**src/verilog/clkc_params.svh**
```systemverilog
`ifndef CLKC_PARAMS_SVH
`define CLKC_PARAMS_SVH
`define CLKC_SYNTH_CONTROL_ADDR 24'h120000
`define CLKC_SYNTH_STATUS_ADDR 24'h120002
`define CLKC_LOCK_RST_EN_BIT 15
`define CLKC_MULT_FLD_HI 14
`define CLKC_MULT_FLD_LO 12
`define CLKC_CTRL_RESET 16'h1000
`define CLKC_STAT_LOCK_BIT 3
`define CLKC_STAT_LOST_BIT 2
`define CLKC_STAT_MODE_HI 7
`define CLKC_STAT_MODE_LO 6
`define CLKC_LOCK_TIME_NS 1000
`define CLKC_CLK_PERIOD_NS 10
`define CLKC_LOCK_CYCLES ((`CLKC_LOCK_TIME_NS + `CLKC_CLK_PERIOD_NS - 1) / `CLKC_CLK_PERIOD_NS)
`define CLKC_MODE_NORMAL 2'h3
`define CLKC_MODE_ONE2ONE 2'h2
`define CLKC_MODE_EXT 2'h0
`endif

```
**src/verilog/clkc_pkg.sv**
```systemverilog
package clkc_pkg;
  typedef enum logic [1:0] {CLKC_NORMAL, CLKC_ONE2ONE, CLKC_EXTERNAL} clkc_mode_t;
  typedef enum logic [1:0] {CLKC_UNLOCKED, CLKC_ACQUIRE, CLKC_LOCKED} clkc_lock_t;
endpackage

```
**src/verilog/clkc_lock_if.sv**
```systemverilog
`timescale 1ns/10ps
interface clkc_lock_if;
  logic relock;
  logic bypass;
  logic locked;
  modport ctrl (output relock, output bypass, input locked);
  modport pll (input relock, input bypass, output locked);
endinterface

```
**src/verilog/clkc_lock_model.sv**
```systemverilog
`timescale 1ns/10ps
`include "clkc_params.svh"
module clkc_lock_model #(
  parameter int LOCK_CYCLES = `CLKC_LOCK_CYCLES
) (
  // Clock and reset
  input wire logic sys_clk,
  input wire logic rst_n,
  // Lock handshake
  clkc_lock_if.pll lk
);
  clkc_pkg::clkc_lock_t st_q, st_d;
  logic [31:0] cnt_q, cnt_d;
  always_comb begin
    st_d = st_q;
    cnt_d = cnt_q;
    if (lk.bypass) begin
      st_d = clkc_pkg::CLKC_LOCKED;
    end else if (lk.relock) begin
      st_d = clkc_pkg::CLKC_UNLOCKED;
      cnt_d = 32'h0;
    end else begin
      case (st_q)
        clkc_pkg::CLKC_UNLOCKED: begin
          st_d = clkc_pkg::CLKC_ACQUIRE;
          cnt_d = 32'h0;
        end
        clkc_pkg::CLKC_ACQUIRE: begin
          cnt_d = cnt_q + 32'h1;
          if (cnt_q >= 32'(LOCK_CYCLES - 1)) begin
            st_d = clkc_pkg::CLKC_LOCKED;
          end
        end
        default: st_d = st_q;
      endcase
    end
  end
  always_ff @(posedge sys_clk) begin
    if (!rst_n) begin
      st_q <= clkc_pkg::CLKC_UNLOCKED;
      cnt_q <= 32'h0;
    end else begin
      st_q <= st_d;
      cnt_q <= cnt_d;
    end
  end
  assign lk.locked = (st_q == clkc_pkg::CLKC_LOCKED);
endmodule

```
**src/verilog/clkc_top.sv**
```systemverilog
// Notes on behaviour
// - Oscillator output pin connects internal oscillator to the crystal.
// - Clock output pin toggles on every rising system clock edge while enabled, giving half the system clock rate.
// - Mode select inputs sampled at configuration choose clocking mode; held by outside.
// - Reset output asserts on internal reset or force-reset-output bit.
// - Control and status registers accessible only in supervisor mode.
// - Enabling lock-loss reset while unlocked in PLL modes resets immediately.
// - Lock-loss enable one resets on loss of lock; zero does not.
// - In external clock mode the lock-loss enable has no effect.
// - Control bits 14 to 12 hold the feedback divider value.
// - Changing multiplier or disabling PLL in stop loses lock; the code relocks on a multiplier change in normal mode only.
// - In 1:1 mode multiplier is ignored; factor is one.
// - In external mode multiplier does not affect clock.
// - Normal mode synthesizes two to nine times reference.
// - 1:1 mode output equals reference; post divider inactive.
// - External mode bypasses PLL; system clock equals input pin clock.
`timescale 1ns/10ps
`include "clkc_params.svh"
module clkc_top #(
  parameter int LOCK_CYCLES = `CLKC_LOCK_CYCLES
) (
  // Clock and reset
  input wire logic sys_clk,
  input wire logic rst_n,
  // Pins
  input wire logic osc_in_pin,
  output logic osc_out_pin,
  output logic sys_clock_out_pin,
  input wire logic sys_clock_out_en,
  input wire logic [1:0] clock_mode_select,
  output logic reset_out_pin,
  // Reset controller and stop control
  input wire logic force_reset_out_bit,
  input wire logic stop_pll_off,
  output logic lock_loss_reset_req,
  // Register port
  input wire logic reg_sel,
  input wire logic reg_wr,
  input wire logic [23:0] reg_addr,
  input wire logic [15:0] reg_wdata,
  input wire logic reg_super,
  output logic [15:0] reg_rdata,
  output logic reg_ack,
  output logic reg_err,
  // Clock status
  output logic [3:0] mult_factor,
  output logic pll_locked
);
  clkc_lock_if lk ();

  // Mode capture
  logic cfg_done_q, cfg_done_d;
  clkc_pkg::clkc_mode_t mode_q, mode_d;

  // Control register fields
  logic lock_rst_en_q, lock_rst_en_d;
  logic [2:0] mult_fld_q, mult_fld_d;
  logic relock_q, relock_d;

  // Lock tracking
  logic locked_prev_q, locked_prev_d;
  logic lost_q, lost_d;

  // Reset requests
  logic rst_req_q, rst_req_d;
  logic rst_out_q, rst_out_d;

  // Pin drivers
  logic osc_out_q, osc_out_d;
  logic clk_out_q, clk_out_d;

  // Register answer
  logic [15:0] rdata_q, rdata_d;
  logic ack_q, ack_d;
  logic err_q, err_d;

  // Multiplication factor
  logic [3:0] mult_q, mult_d;

  // Decodes
  logic hit_ctrl;
  logic hit_stat;
  logic pll_mode;
  logic ctrl_wr;
  logic lost_lock;

  // Feedback field to multiplication factor in normal mode
  function automatic logic [3:0] fld_to_mult(input logic [2:0] m);
    fld_to_mult = 4'h2 + {1'b0, m};
  endfunction

  // Mode select pins to clocking mode
  function automatic clkc_pkg::clkc_mode_t decode_mode(input logic [1:0] sel);
    case (sel)
      `CLKC_MODE_EXT: decode_mode = clkc_pkg::CLKC_EXTERNAL;
      `CLKC_MODE_ONE2ONE: decode_mode = clkc_pkg::CLKC_ONE2ONE;
      default: decode_mode = clkc_pkg::CLKC_NORMAL;
    endcase
  endfunction

  // Read image of the control register
  function automatic logic [15:0] ctrl_image(input logic en, input logic [2:0] m);
    logic [15:0] img;
    img = 16'h0;
    img[`CLKC_LOCK_RST_EN_BIT] = en;
    img[`CLKC_MULT_FLD_HI:`CLKC_MULT_FLD_LO] = m;
    ctrl_image = img;
  endfunction

  // Read image of the status register
  function automatic logic [15:0] stat_image(input clkc_pkg::clkc_mode_t md, input logic lk_now, input logic lost);
    logic [15:0] img;
    img = 16'h0;
    img[`CLKC_STAT_MODE_HI:`CLKC_STAT_MODE_LO] = 2'(md);
    img[`CLKC_STAT_LOCK_BIT] = lk_now;
    img[`CLKC_STAT_LOST_BIT] = lost;
    stat_image = img;
  endfunction

  // Address decode and write qualification
  assign hit_ctrl = reg_sel && (reg_addr == `CLKC_SYNTH_CONTROL_ADDR);
  assign hit_stat = reg_sel && (reg_addr == `CLKC_SYNTH_STATUS_ADDR);
  assign pll_mode = (mode_q != clkc_pkg::CLKC_EXTERNAL);
  assign ctrl_wr = hit_ctrl && reg_wr && reg_super;
  assign lost_lock = locked_prev_q && !lk.locked;

  // Lock handshake
  assign lk.relock = relock_q;
  assign lk.bypass = !pll_mode;

  clkc_lock_model #(
    .LOCK_CYCLES(LOCK_CYCLES)
  ) u_lock (
    .sys_clk(sys_clk),
    .rst_n(rst_n),
    .lk(lk)
  );

  // Mode is taken once, at the first edge after reset
  always_comb begin
    cfg_done_d = 1'b1;
    mode_d = mode_q;
    if (!cfg_done_q) begin
      mode_d = decode_mode(clock_mode_select);
    end
  end

  always_ff @(posedge sys_clk) begin
    if (!rst_n) begin
      cfg_done_q <= 1'b0;
      mode_q <= clkc_pkg::CLKC_NORMAL;
    end else begin
      cfg_done_q <= cfg_done_d;
      mode_q <= mode_d;
    end
  end

  // Control register; a changed multiplier field in normal mode forces the PLL to relock
  always_comb begin
    lock_rst_en_d = lock_rst_en_q;
    mult_fld_d = mult_fld_q;
    relock_d = 1'b0;
    if (ctrl_wr) begin
      lock_rst_en_d = reg_wdata[`CLKC_LOCK_RST_EN_BIT];
      mult_fld_d = reg_wdata[`CLKC_MULT_FLD_HI:`CLKC_MULT_FLD_LO];
      if ((mult_fld_d != mult_fld_q) && (mode_q == clkc_pkg::CLKC_NORMAL)) begin
        relock_d = 1'b1;
      end
    end
    if (stop_pll_off && pll_mode) begin
      relock_d = 1'b1;
    end
  end

  always_ff @(posedge sys_clk) begin
    if (!rst_n) begin
      lock_rst_en_q <= 1'b0;
      mult_fld_q <= 3'(`CLKC_CTRL_RESET >> `CLKC_MULT_FLD_LO);
      relock_q <= 1'b0;
    end else begin
      lock_rst_en_q <= lock_rst_en_d;
      mult_fld_q <= mult_fld_d;
      relock_q <= relock_d;
    end
  end

  // Lost-lock flag: a loss in the same cycle as a clearing write wins
  always_comb begin
    locked_prev_d = lk.locked;
    lost_d = lost_q;
    if (ctrl_wr) begin
      lost_d = 1'b0;
    end
    if (lost_lock && pll_mode) begin
      lost_d = 1'b1;
    end
  end

  always_ff @(posedge sys_clk) begin
    if (!rst_n) begin
      locked_prev_q <= 1'b0;
      lost_q <= 1'b0;
    end else begin
      locked_prev_q <= locked_prev_d;
      lost_q <= lost_d;
    end
  end

  // Lock-loss request, held while enabled and unlocked in the PLL modes
  always_comb begin
    rst_req_d = 1'b0;
    if (pll_mode && lock_rst_en_q && (lost_lock || !lk.locked)) begin
      rst_req_d = 1'b1;
    end
    rst_out_d = force_reset_out_bit || rst_req_d;
  end

  always_ff @(posedge sys_clk) begin
    if (!rst_n) begin
      rst_req_q <= 1'b0;
      rst_out_q <= 1'b1;
    end else begin
      rst_req_q <= rst_req_d;
      rst_out_q <= rst_out_d;
    end
  end

  // Crystal amplifier and clock output
  always_comb begin
    osc_out_d = !osc_in_pin && pll_mode;
    clk_out_d = sys_clock_out_en && !clk_out_q;
  end

  always_ff @(posedge sys_clk) begin
    if (!rst_n) begin
      osc_out_q <= 1'b0;
      clk_out_q <= 1'b0;
    end else begin
      osc_out_q <= osc_out_d;
      clk_out_q <= clk_out_d;
    end
  end

  // Register answer, one cycle after the request
  always_comb begin
    rdata_d = 16'h0;
    ack_d = 1'b0;
    err_d = 1'b0;
    if (hit_ctrl || hit_stat) begin
      if (!reg_super) begin
        err_d = 1'b1;
      end else begin
        ack_d = 1'b1;
        if (hit_ctrl) begin
          rdata_d = ctrl_image(lock_rst_en_q, mult_fld_q);
        end else begin
          rdata_d = stat_image(mode_q, lk.locked, lost_q);
        end
      end
    end else if (reg_sel) begin
      err_d = 1'b1;
    end
  end

  always_ff @(posedge sys_clk) begin
    if (!rst_n) begin
      rdata_q <= 16'h0;
      ack_q <= 1'b0;
      err_q <= 1'b0;
    end else begin
      rdata_q <= rdata_d;
      ack_q <= ack_d;
      err_q <= err_d;
    end
  end

  // Effective multiplication factor
  always_comb begin
    case (mode_q)
      clkc_pkg::CLKC_NORMAL: mult_d = fld_to_mult(mult_fld_q);
      clkc_pkg::CLKC_ONE2ONE: mult_d = 4'h1;
      default: mult_d = 4'h1;
    endcase
  end

  always_ff @(posedge sys_clk) begin
    if (!rst_n) begin
      mult_q <= 4'h1;
    end else begin
      mult_q <= mult_d;
    end
  end

  // Outputs
  assign osc_out_pin = osc_out_q;
  assign sys_clock_out_pin = clk_out_q;
  assign reset_out_pin = rst_out_q;
  assign lock_loss_reset_req = rst_req_q;
  assign reg_rdata = rdata_q;
  assign reg_ack = ack_q;
  assign reg_err = err_q;
  assign mult_factor = mult_q;
  assign pll_locked = locked_prev_q;
endmodule

```
**config.mk**
```make
export PLATFORM = sky130hd
export DESIGN_NAME = clkc_top
export DESIGN_NICKNAME = d
export VERILOG_FILES = /design/src/verilog/clkc_pkg.sv /design/src/verilog/clkc_lock_if.sv /design/src/verilog/clkc_lock_model.sv /design/src/verilog/clkc_top.sv
export VERILOG_INCLUDE_DIRS = /design/src /design/src/verilog
export SDC_FILE = /design/constraint.sdc
export NUM_CORES = 1
export LEC_CHECK = 0
export BUFFER_PORTS_ARGS = -buffer_cell sky130_fd_sc_hd__buf_4
export CAP_MARGIN = 20
export CORE_MARGIN = 2
export CORE_UTILIZATION = 30
export CTS_BUF_LIST = sky130_fd_sc_hd__clkbuf_2 sky130_fd_sc_hd__clkbuf_4 sky130_fd_sc_hd__clkbuf_8
export DETAILED_ROUTE_END_ITERATION = 16
export HOLD_SLACK_MARGIN = 0.12
export PLACE_DENSITY = 0.59
export SLEW_MARGIN = 30
export SYNTH_ARGS = -nofsm -noshare
export SYNTH_HDL_FRONTEND = slang
export SYNTH_SLANG_ARGS = --single-unit
```
**constraint.sdc**
```tcl
create_clock -name sys_clk -period 5.99 [get_ports sys_clk]
set_clock_uncertainty 0.2 [all_clocks]
set_input_delay 0.599 -clock sys_clk [delete_from_list [all_inputs] [get_ports sys_clk]]
set_output_delay 0.599 -clock sys_clk [all_outputs]
set_load 0.02 [all_outputs]
```
==> impl_metrics.env <==
export IMPL_detailedPlace_worstSlack_ps=3190
export IMPL_yosysWarningCount=0
export IMPL_drv_slew=0
export IMPL_number_of_global_route_vias_before_repair=2347
export IMPL_netlist_instances=329
export IMPL_drt_vias_per_instance=4.98
export IMPL_synth_ff_latch_count=62
export IMPL_stdcell_area_mm2=0.00355
export IMPL_element_type_at_the_critical_path_end="flip-flop"
export IMPL_final_nets=432
export IMPL_insertion_delay_ps=340
export IMPL_grt_util_all_layers_pct=13.1
export IMPL_cp_start_kind="flip-flop"
export IMPL_hold_slack_ps=206
export IMPL_power_switching_fraction_pct=26.0
export IMPL_synth_enable_flop_cells=0
export IMPL_cts_htree_levels=3
export IMPL_fmax_mhz=356
export IMPL_post_synth_main_area_contributors="dfxtp_1, mux2i_1, nor4_1"
export IMPL_filler_cell_count=953
export IMPL_clk_root_buffer_cell="clkbuf_8"
export IMPL_via_count=2556
export IMPL_maximum_number_of_pins_on_one_net_before_global_route_repair=25
export IMPL_critPathBufInv=0
export IMPL_run_status="completed"
export IMPL_synth_seq_area_share_pct=43.5
export IMPL_gp_routability_congestion=0.817
export IMPL_post_synth_top_area_fraction_pct=43.5
export IMPL_worst_path_dominant_cell_family="simple AND/OR/NAND/NOR gates"
export IMPL_leading_cell_types_by_count_after_synthesis="dfxtp_1, nand2_1, a21oi_1, nor4_1, nand3_1"
export IMPL_postCtsSetupBuffers=0
export IMPL_tritoncts_clock_tree="yes"
export IMPL_critical_path_top_cell_by_count="or4_1"
export IMPL_worst_path_largest_cell_delay_ps=910
export IMPL_internal_power_contribution_mw=0.648
export IMPL_register_clock_pin_slew_on_the_reported_worst_setup_and_hold_paths_ps=80
export IMPL_worst_ep_arrival_time_ps=2880
export IMPL_area_growth_pct=24.3
export IMPL_worst_setup_path_type="reg -> reg"
export IMPL_cellLeakagePower_nw=1.25
export IMPL_core_ar_mm2=0.00924
export IMPL_synthesis_area_mm2=0.00286
export IMPL_worstPathRequired_ps=6060
export IMPL_post_dp_cell_area_mm2=0.00334
export IMPL_ir_worst_vdd_mv=0.105
export IMPL_dieArea_mm2=0.0103
export IMPL_report_final_hold_viol_count=0
export IMPL_post_route_period_util_pct=46.9
export IMPL_layoutNonFillerInstCount=513
export IMPL_reg2reg_from="u_lock.cnt_q[5]$_SDFFE_PN0P_"
export IMPL_post_synth_num_cell_types=41
export IMPL_start_util_pct=30.9
export IMPL_die_width_um=102
export IMPL_switchingPower_mw=0.227
export IMPL_clock_power_share_pct=43.5
export IMPL_post_synthesis_async_set_or_reset_flop_share_pct=0
export IMPL_synth_largest_area_cell="dfxtp_1"
export IMPL_grt_setup_unrepaired="false"
export IMPL_dp_cells=497
export IMPL_final_setup_fails=0
export IMPL_cts_inserted_buffers=9
export IMPL_syn_area_per_cell_um2=8.68
export IMPL_worstPathCellList="nand4_1 -> or4_1 -> or4_1 -> a21oi_1"
export IMPL_drive_gt1_share_pct=20.1
export IMPL_dr_first_iter_drc_count=107
export IMPL_synthMostInstantiatedCell="dfxtp_1"
export IMPL_seq_power_share_pct=48.3
export IMPL_vertical_die_dimension_um=102
export IMPL_worstMarginPinSlew_ps=915
export IMPL_port_buffers=57
export IMPL_postSynth_topFlopCell="dfxtp_1"
export IMPL_ctsHoldBuffers=0
export IMPL_critPathMaxFanout=24
export IMPL_ant_nets=0
export IMPL_totalNegativeSetupSlack_ps=0
export IMPL_max_slew_margin_pct=39.0
export IMPL_power_combinational_fraction_pct=8.1
export IMPL_grt_overflow=0
export IMPL_worst_hold_path_type="in -> reg"
export IMPL_setup_worst_path_start="u_lock.cnt_q[5]$_SDFFE_PN0P_"
export IMPL_drt_wirelength_per_cell_um=12.5
export IMPL_pwr_density_cell_mw_per_mm2=247
export IMPL_detail_route_first_pass_iterations=4
export IMPL_drt_total_wl_mm=6.44
export IMPL_cp_slowest_cell="or4_1"
export IMPL_timing_final_crit_period_ps=2810
export IMPL_hold_path_startpoint="osc_in_pin"
export IMPL_timing_max_cap_violations=0
export IMPL_floorplan_rows=35
export IMPL_grt_first_pass_wirelength_mm=10.7
export IMPL_n_antenna_cell=0
export IMPL_drc_errors=0
export IMPL_dp_final_hpwl_mm=4.54
export IMPL_ctsResizeCount=0
export IMPL_clock_tree_buffer_depth=2
export IMPL_ios=78
export IMPL_cts_sinks=62
export IMPL_number_of_antenna_violations_at_the_first_check_in_global_routing=0
export IMPL_timing_final_ws_setup_ps=3180
-- final timing paths --
| kind | endpoint | slack (ps) | cells past startpoint |
|---|---|---|---|
| setup / recovery | u_lock.cnt_q[20]$_SDFFE_PN0P_ | 3180 | 4 |
| hold reg to reg | sys_clock_out_pin$_SDFF_PN0_ | 230 | 1 |
| hold / removal | osc_out_pin$_SDFF_PN0_ | 210 | 2 |
| setup reg to reg | u_lock.cnt_q[20]$_SDFFE_PN0P_ | 3180 | 4 |
-- per-stage QoR --
stage | total power, mW | util, %
2_1_floorplan | 0.475 | -
3_3_place_gp | 0.502 | 36.2
3_5_place_dp | 0.505 | 36.2
4_1_cts | 0.888 | 38.4
5_1_grt | 0.909 | 38.4
6_report | 0.876 | 38.4
-- cell type report --
cell class              count  area, um2  share of cell area [%]
inverters                   9       33.8                   0.952
multi-input cells         240       1480                    41.6
clock buffers               9        124                    3.49
well taps                 129        161                    4.55
clock inverters             7       82.6                    2.33
repair buffers             57        428                    12.1
flip-flops and latches     62       1240                    35.0
-- flip-flops by register name, summed over array words and instances (netlist names) --
register / flops
reg_err: 1
mode_q: 2
mult_factor: 4
lock_loss_reset_req: 1
u_lock.cnt_q: 32
mult_fld_q: 3
lock_rst_en_q: 1
reset_out_pin: 1
reg_ack: 1
reg_rdata: 8
lk.relock: 1
lost_q: 1
cfg_done_q: 1
osc_out_pin: 1
u_lock.st_q: 2
sys_clock_out_pin: 1
pll_locked: 1
-- layer usage --
metal  up-vias  global-route usage, %  part of all wire (%)
li1       1286                      -                     -
met1      1174                   16.3                    45
met2        86                   20.3                    46
met3        10                   4.42                   6.9
met4         0                   6.55                   2.0
met5         -                      0                     0
-- power groups by stage --
stage / registers [mW] / clock network, mW / logic, mW
finish: 0.423 / 0.381 / 0.0713
global route: 0.424 / 0.405 / 0.0799
floorplan: 0.435 / 0 / 0.0408
global placement: 0.432 / 0 / 0.0701
CTS: 0.423 / 0.393 / 0.0724
detailed placement: 0.433 / 0 / 0.0720
-- kinds of logic (layout without fill, tap and decap cells) --
group	Yosys count	after routing	share of synthesized area (%)
adders and majority gates	2	2	0.876
muxes	15	15	5.26
and+or+nand+nor	162	162	32.3
xor gates and xnor gates	6	6	1.84
other	1	8	0.131
DFF	62	62	43.5
AOI/OAI and AO/OA	47	47	10.3
buffers and inverters	34	82	5.83
-- cells in the final DEF, fill, tap and decap left out, types with 2 or more instances in the layout --
cell / n
a21oi_1: 20
and2_1: 13
and3_1: 4
and4_1: 4
buf_4: 57
clkbuf_8: 9
clkinv_4: 2
clkinvlp_4: 2
conb_1: 8
dfxtp_1: 62
ha_1: 2
inv_1: 9
mux2i_1: 15
nand2_1: 30
nand2b_1: 13
nand3_1: 17
nand4_1: 9
nor2_1: 16
nor2b_1: 4
nor3_1: 5
nor3b_1: 3
nor4_1: 20
nor4b_1: 3
o21ai_0: 6
o31ai_1: 12
or3_1: 5
or4_1: 13
xnor2_1: 5
Power figures use the tool's default switching activity.
